--- config.mk ---
export PLATFORM = sky130hd
export DESIGN_NAME = bst_tap
export DESIGN_NICKNAME = d
export VERILOG_FILES = /design/src/logic/bst_pkg.sv /design/src/logic/bst_tap.sv
export SDC_FILE = /design/constraint.sdc
export NUM_CORES = 1
export LEC_CHECK = 0
export BUFFER_PORTS_ARGS = -buffer_cell sky130_fd_sc_hd__buf_2
export CORE_MARGIN = 2
export CORE_UTILIZATION = 55
export CTS_BUF_LIST = sky130_fd_sc_hd__clkbuf_2 sky130_fd_sc_hd__clkbuf_4 sky130_fd_sc_hd__clkbuf_8
export DETAILED_ROUTE_END_ITERATION = 7
export PLACE_DENSITY_LB_ADDON = 0.2
export SYNTH_ARGS = -nofsm -noshare
export SYNTH_HDL_FRONTEND = slang
export SYNTH_SLANG_ARGS = --single-unit
export TNS_END_PERCENT = 5
--- constraint.sdc ---
create_clock -name i_sys_clk -period 3.6 [get_ports i_sys_clk]
set_input_delay 1.08 -clock i_sys_clk [delete_from_list [all_inputs] [get_ports i_sys_clk]]
set_output_delay 1.08 -clock i_sys_clk [all_outputs]
set_load 0.005 [all_outputs]
--- src/logic/bst_pkg.sv ---
// shared constants, states and pin carrier for the boundary-scan test port
package bst_pkg;
	localparam int BST_IR_W = 8;
	localparam int BST_DR_W = 8;
	localparam logic [BST_IR_W-1:0] BST_IR_CAPTURE = 8'h81;
	localparam logic [BST_IR_W-1:0] BST_IR_BYPASS = 8'hff;
	localparam logic BST_BYP_CAPTURE = 1'h0;

	// standard sixteen-state controller, codes written out
	typedef enum logic [3:0] {
		ST_EXIT2_DR = 4'h0,
		ST_EXIT1_DR = 4'h1,
		ST_SHIFT_DR = 4'h2,
		ST_PAUSE_DR = 4'h3,
		ST_SEL_IR = 4'h4,
		ST_UPDATE_DR = 4'h5,
		ST_CAPTURE_DR = 4'h6,
		ST_SEL_DR = 4'h7,
		ST_EXIT2_IR = 4'h8,
		ST_EXIT1_IR = 4'h9,
		ST_SHIFT_IR = 4'ha,
		ST_PAUSE_IR = 4'hb,
		ST_IDLE = 4'hc,
		ST_UPDATE_IR = 4'hd,
		ST_CAPTURE_IR = 4'he,
		ST_RESET = 4'hf
	} bst_state_t;

	// the three test-port inputs travel together through the synchroniser
	typedef struct packed {
		logic tck;
		logic tms;
		logic tdi;
	} bst_pins_t;
endpackage : bst_pkg

--- src/logic/bst_tap.sv ---
// boundary-scan test access port: controller, instruction, bypass and boundary stages
`timescale 1ns/10ps
module bst_tap import bst_pkg::*; #(
	parameter int DR_W = BST_DR_W
) (
	input wire logic i_sys_clk, // system clock, 125 MHz
	input wire logic i_rstn, // asynchronous reset, active low
	input wire logic i_tck, // test clock pin
	input wire logic i_tms, // test mode select pin
	input wire logic i_tdi, // test data in pin
	input wire logic [DR_W-1:0] i_func_in, // normal-function input pins
	output logic o_tdo, // test data out
	output logic o_tdo_oe, // high while test data out is driven
	output logic [DR_W-1:0] o_func_out // normal-function output pins
);
	bst_pins_t pin_s1_reg;
	bst_pins_t pin_s2_reg;
	logic [DR_W-1:0] func_s1_reg;
	logic [DR_W-1:0] func_s2_reg;
	logic tck_d_reg;
	bst_state_t state_reg;
	bst_state_t state_next;
	logic [BST_IR_W-1:0] ir_shift_reg;
	logic [BST_IR_W-1:0] ir_latch_reg;
	logic byp_reg;
	logic [DR_W-1:0] bsr_shift_reg;
	logic [DR_W-1:0] func_out_reg;
	logic tdo_reg;
	logic tdo_oe_reg;

	// two-stage synchronisers; first stage is read only by the second
	always_ff @(posedge i_sys_clk or negedge i_rstn) begin
		if (!i_rstn) begin
			pin_s1_reg <= '0;
			pin_s2_reg <= '0;
			func_s1_reg <= '0;
			func_s2_reg <= '0;
			tck_d_reg <= 1'h0;
		end else begin
			pin_s1_reg <= '{tck: i_tck, tms: i_tms, tdi: i_tdi};
			pin_s2_reg <= pin_s1_reg;
			func_s1_reg <= i_func_in;
			func_s2_reg <= func_s1_reg;
			tck_d_reg <= pin_s2_reg.tck;
		end
	end

	// edge detection and decodes
	wire tck_rise = pin_s2_reg.tck & ~tck_d_reg;
	wire tck_fall = ~pin_s2_reg.tck & tck_d_reg;
	wire tms_s = pin_s2_reg.tms;
	wire tdi_s = pin_s2_reg.tdi;
	wire bypass_sel = (ir_latch_reg == BST_IR_BYPASS);
	wire in_shift = (state_reg == ST_SHIFT_IR) || (state_reg == ST_SHIFT_DR);
	wire in_exit1 = (state_reg == ST_EXIT1_IR) || (state_reg == ST_EXIT1_DR);
	wire dr_out_bit = bypass_sel ? byp_reg : bsr_shift_reg[0];
	wire tdo_src = (state_reg == ST_SHIFT_IR) ? ir_shift_reg[0] : dr_out_bit;

	// next state of the controller; mode select is stable at the rise
	always_comb begin
		case (state_reg)
			ST_RESET: state_next = tms_s ? ST_RESET : ST_IDLE;
			ST_IDLE: state_next = tms_s ? ST_SEL_DR : ST_IDLE;
			ST_SEL_DR: state_next = tms_s ? ST_SEL_IR : ST_CAPTURE_DR;
			ST_CAPTURE_DR: state_next = tms_s ? ST_EXIT1_DR : ST_SHIFT_DR;
			ST_SHIFT_DR: state_next = tms_s ? ST_EXIT1_DR : ST_SHIFT_DR;
			ST_EXIT1_DR: state_next = tms_s ? ST_UPDATE_DR : ST_PAUSE_DR;
			ST_PAUSE_DR: state_next = tms_s ? ST_EXIT2_DR : ST_PAUSE_DR;
			ST_EXIT2_DR: state_next = tms_s ? ST_UPDATE_DR : ST_SHIFT_DR;
			ST_UPDATE_DR: state_next = tms_s ? ST_SEL_DR : ST_IDLE;
			ST_SEL_IR: state_next = tms_s ? ST_RESET : ST_CAPTURE_IR;
			ST_CAPTURE_IR: state_next = tms_s ? ST_EXIT1_IR : ST_SHIFT_IR;
			ST_SHIFT_IR: state_next = tms_s ? ST_EXIT1_IR : ST_SHIFT_IR;
			ST_EXIT1_IR: state_next = tms_s ? ST_UPDATE_IR : ST_PAUSE_IR;
			ST_PAUSE_IR: state_next = tms_s ? ST_EXIT2_IR : ST_PAUSE_IR;
			ST_EXIT2_IR: state_next = tms_s ? ST_UPDATE_IR : ST_SHIFT_IR;
			ST_UPDATE_IR: state_next = tms_s ? ST_SEL_DR : ST_IDLE;
			default: state_next = ST_RESET;
		endcase
	end

	// controller advances only on test clock rise
	always_ff @(posedge i_sys_clk or negedge i_rstn) begin
		if (!i_rstn) begin
			state_reg <= ST_RESET;
		end else if (tck_rise) begin
			state_reg <= state_next;
		end
	end

	// instruction shift stage: capture fixed pattern, shift lsb first
	always_ff @(posedge i_sys_clk or negedge i_rstn) begin
		if (!i_rstn) begin
			ir_shift_reg <= BST_IR_CAPTURE;
		end else if (tck_rise && state_reg == ST_CAPTURE_IR) begin
			ir_shift_reg <= BST_IR_CAPTURE;
		end else if (tck_rise && state_reg == ST_SHIFT_IR) begin
			ir_shift_reg <= {tdi_s, ir_shift_reg[BST_IR_W-1:1]};
		end
	end

	// active instruction; reset state forces bypass so scans start safe
	always_ff @(posedge i_sys_clk or negedge i_rstn) begin
		if (!i_rstn) begin
			ir_latch_reg <= BST_IR_BYPASS;
		end else if (state_reg == ST_RESET) begin
			ir_latch_reg <= BST_IR_BYPASS;
		end else if (tck_fall && state_reg == ST_UPDATE_IR) begin
			ir_latch_reg <= ir_shift_reg;
		end
	end

	// single-stage bypass register
	always_ff @(posedge i_sys_clk or negedge i_rstn) begin
		if (!i_rstn) begin
			byp_reg <= BST_BYP_CAPTURE;
		end else if (tck_rise && state_reg == ST_CAPTURE_DR) begin
			byp_reg <= BST_BYP_CAPTURE;
		end else if (tck_rise && state_reg == ST_SHIFT_DR) begin
			byp_reg <= tdi_s;
		end
	end

	// boundary shift stages used by any non-bypass instruction
	always_ff @(posedge i_sys_clk or negedge i_rstn) begin
		if (!i_rstn) begin
			bsr_shift_reg <= '0;
		end else if (tck_rise && !bypass_sel && state_reg == ST_CAPTURE_DR) begin
			bsr_shift_reg <= func_s2_reg;
		end else if (tck_rise && !bypass_sel && state_reg == ST_SHIFT_DR) begin
			bsr_shift_reg <= {tdi_s, bsr_shift_reg[DR_W-1:1]};
		end
	end

	// update stage drives function outputs on the fall only
	always_ff @(posedge i_sys_clk or negedge i_rstn) begin
		if (!i_rstn) begin
			func_out_reg <= '0;
		end else if (tck_fall && !bypass_sel && state_reg == ST_UPDATE_DR) begin
			func_out_reg <= bsr_shift_reg;
		end
	end

	// serial out and its enable change on the fall; hold otherwise
	always_ff @(posedge i_sys_clk or negedge i_rstn) begin
		if (!i_rstn) begin
			tdo_reg <= 1'h0;
			tdo_oe_reg <= 1'h0;
		end else if (tck_fall && in_shift) begin
			tdo_reg <= tdo_src;
			tdo_oe_reg <= 1'h1;
		end else if (tck_fall && in_exit1) begin
			tdo_oe_reg <= 1'h0;
		end
	end

	assign o_tdo = tdo_reg;
	assign o_tdo_oe = tdo_oe_reg;
	assign o_func_out = func_out_reg;
endmodule : bst_tap

==> results.json <==
{
  "grt_max_degree": 38,
  "clk_pin_slew_ns": 0.06,
  "vias": 1509,
  "ff_latch_area_mm2": 0.00157,
  "crit_type": "reg2reg",
  "total_power_uw": 2190,
  "dieArea_mm2": 0.00494,
  "ys_warn_count": 0,
  "initial_utilization_pct": 56.2,
  "multiInputGateArea_um2": 776,
  "cts_setup_buffers": 0,
  "grt_overflow_total": 0,
  "grt_pass1_vias": 1437,
  "start_kind": "flip-flop",
  "grt_setup_unrepaired": "no",
  "viasPerCell": 5.37,
  "postLayoutCellArea_mm2": 0.00273,
  "placed_area_mm2": 0.00254,
  "worstHoldPathCells": 0,
  "nNetsFinal": 237,
  "synth_cell_type_count": 34,
  "period_share_pct": 65.3,
  "drive_above_1_share_pct": 27.5,
  "die_y_um": 70.3,
  "cap_viol_max_count": 0,
  "drt_iter0_drc": 74,
  "syn_area_mm2": 0.00241,
  "cts_hold_buf": 0,
  "num_rows": 24,
  "fillers": 335,
  "finalHoldViolCount": 0,
  "antenna_found_initial": 0,
  "setup_violations": 0,
  "finClkSkew_ns": 0.00680,
  "synthesis.nets": 215,
  "avgRoutedWirePerCell_um": 14.4,
  "peakVddDrop_mv": 0.452,
  "ys_ff_latch": 62,
  "ff2ff_path_depth": 4,
  "portBuffers": 22,
  "cts_buffers": 9,
  "synth_cells": 202,
  "ant_nets": 0,
  "cts_resized": 0,
  "slew_headroom_pct": 30.2,
  "finalCriticalPeriod_ns": 2.35,
  "routabilityCongestion": 0.774,
  "drc_errors": 0,
  "hold_path.class": "reg2reg",
  "ys_seq_area_share_pct": 65.0,
  "hpwl_mm": 2.71,
  "core_area_mm2": 0.00429,
  "io_pins": 23,
  "critPathMaxFanout": 26,
  "status": "complete, no violations",
  "area_delta_synth_final_pct": 12.8,
  "cp.required_ns": 3.81,
  "p_leak_uw": 0.00129,
  "cts-root-buf": "clkbuf_8",
  "worstSetupEndpointType": "flip-flop",
  "clock_path_buffers": 2,
  "worstMarginPinSlew_ns": 1.05,
  "tritoncts": "built",
  "htree_levels": 3,
  "max_freq_mhz": 425,
  "worstSkewPairLatency_ns": 0.33,
  "final.setup.tns_ns": 0,
  "die_w_um": 70.3,
  "grt_pass1_wl_mm": 6.71,
  "grt_usage_pct": 18.5,
  "cts.sinks": 62,
  "wl_mm": 4.04,
  "drv_slew": 0,
  "worstPathArrival_ns": 2.56,
  "avgSynthCellArea_um2": 12.0,
  "firstDrtPassIters": 4,
  "power_density_mw_per_mm2": 803,
  "insertedDiodeCount": 0
}
==> cell usage in the layout (no fill, tap or decap), types with 2 or more instances in the layout <==
master	count
mux2_4	8
inv_1	3
nand3_1	4
nand2b_1	7
o21ai_1	2
and3_1	2
nor2b_1	3
buf_2	22
dfstp_2	14
mux2i_1	8
nor2_1	10
nand2_1	26
clkbuf_8	11
a21oi_1	8
nand4_1	2
o21ai_0	28
dfrtp_1	48
clkbuf_4	4
o22a_1	4
==> stage by stage <==
| step | utilization, % | instances | worst slack [ns] | hold WS (ns) |
|---|---|---|---|---|
| 6_report | 63.5 | 281 | 1.25 | 0.348 |
| 2_1_floorplan | - | 202 | 1.81 | 0.331 |
| 5_1_grt | 63.5 | 281 | 1.11 | 0.354 |
| 3_5_place_dp | 59.1 | 265 | 1.25 | 0.337 |
| 4_1_cts | 63.5 | 281 | 1.23 | 0.350 |
| 3_3_place_gp | 59.1 | 265 | 1.29 | 0.332 |
==> path summary, 6_finish.rpt <==
path	from	to	slack, ns
max in group asynchronous	i_rstn	func_s2_reg[5]	2.03
min in group asynchronous	i_rstn	ir_shift_reg[4]	0.73
max reg2reg	state_reg[2]	o_func_out[3]	1.25
min reg2reg	func_s1_reg[1]	func_s2_reg[1]	0.35
min	func_s1_reg[1]	func_s2_reg[1]	0.35
max	state_reg[2]	o_func_out[3]	1.25
==> final cells by class <==
class	instances	share of cell area (%)
Clock buffer	15	6.66
Clock inverter	1	0.184
Inverter	3	0.413
Multi-Input combinational cell	125	28.5
Sequential cell	62	57.6
Tap cell	52	2.39
Timing Repair Buffer	23	4.32
==> cell families after synthesis <==
group,after synthesis,synth area share (%)
AND/OR/NAND/NOR,59,11.8
buffers and inverters,15,2.90
flip-flops,62,65.0
AO/OA/AOI/OAI,49,11.6
multiplexers,17,8.76
==> synthesized netlist by cell type (all sizes together) <==
cell type	number	area, um^2
o22a	4	35.0
o31ai	1	7.51
o2111ai	1	8.76
a41oi	1	8.76
o21ai	30	150
or4	1	7.51
nor3b	1	7.51
and3	2	12.5
mux2	9	131
nand3	4	20.0
a21oi	8	40.0
o211ai	1	7.51
nand4	2	12.5
mux2i	8	80.1
dfrtp	48	1200
and2b	1	7.51
a31oi	1	6.26
inv	3	11.3
nand2	26	97.6
nand2b	7	43.8
dfstp	14	368
clkbuf	7	26.3
buf	5	32.5
a21boi	1	7.51
nor2b	4	32.5
a32oi	1	8.76
nor3	1	5.00
nor2	10	37.5
==> critical path: stages (launching register included) <==
cell	delay, ns
dfstp_2	0.85
nor2b_4	0.27
nand2_1	0.06
or4_1	0.66
mux2_4	0.39
==> power by group <==
part,internal [uW],switching [uW],total [uW]
Combinational,254,212,466
Clock,318,238,555
Sequential,953,215,1170
Total,1520,664,2190
==> layer usage <==
layer  up-vias  wire (um)  part of all wire (%)  GRT usage (%)
li1        736          -                     -              -
met1       725       1800                    45           22.3
met2        39       1970                    49           29.0
met3         9        192                   4.8           7.36
met4         0         81                   2.0           8.97
met5         -          0                     0              0
Note: power is estimated with default switching activity, not from simulation.
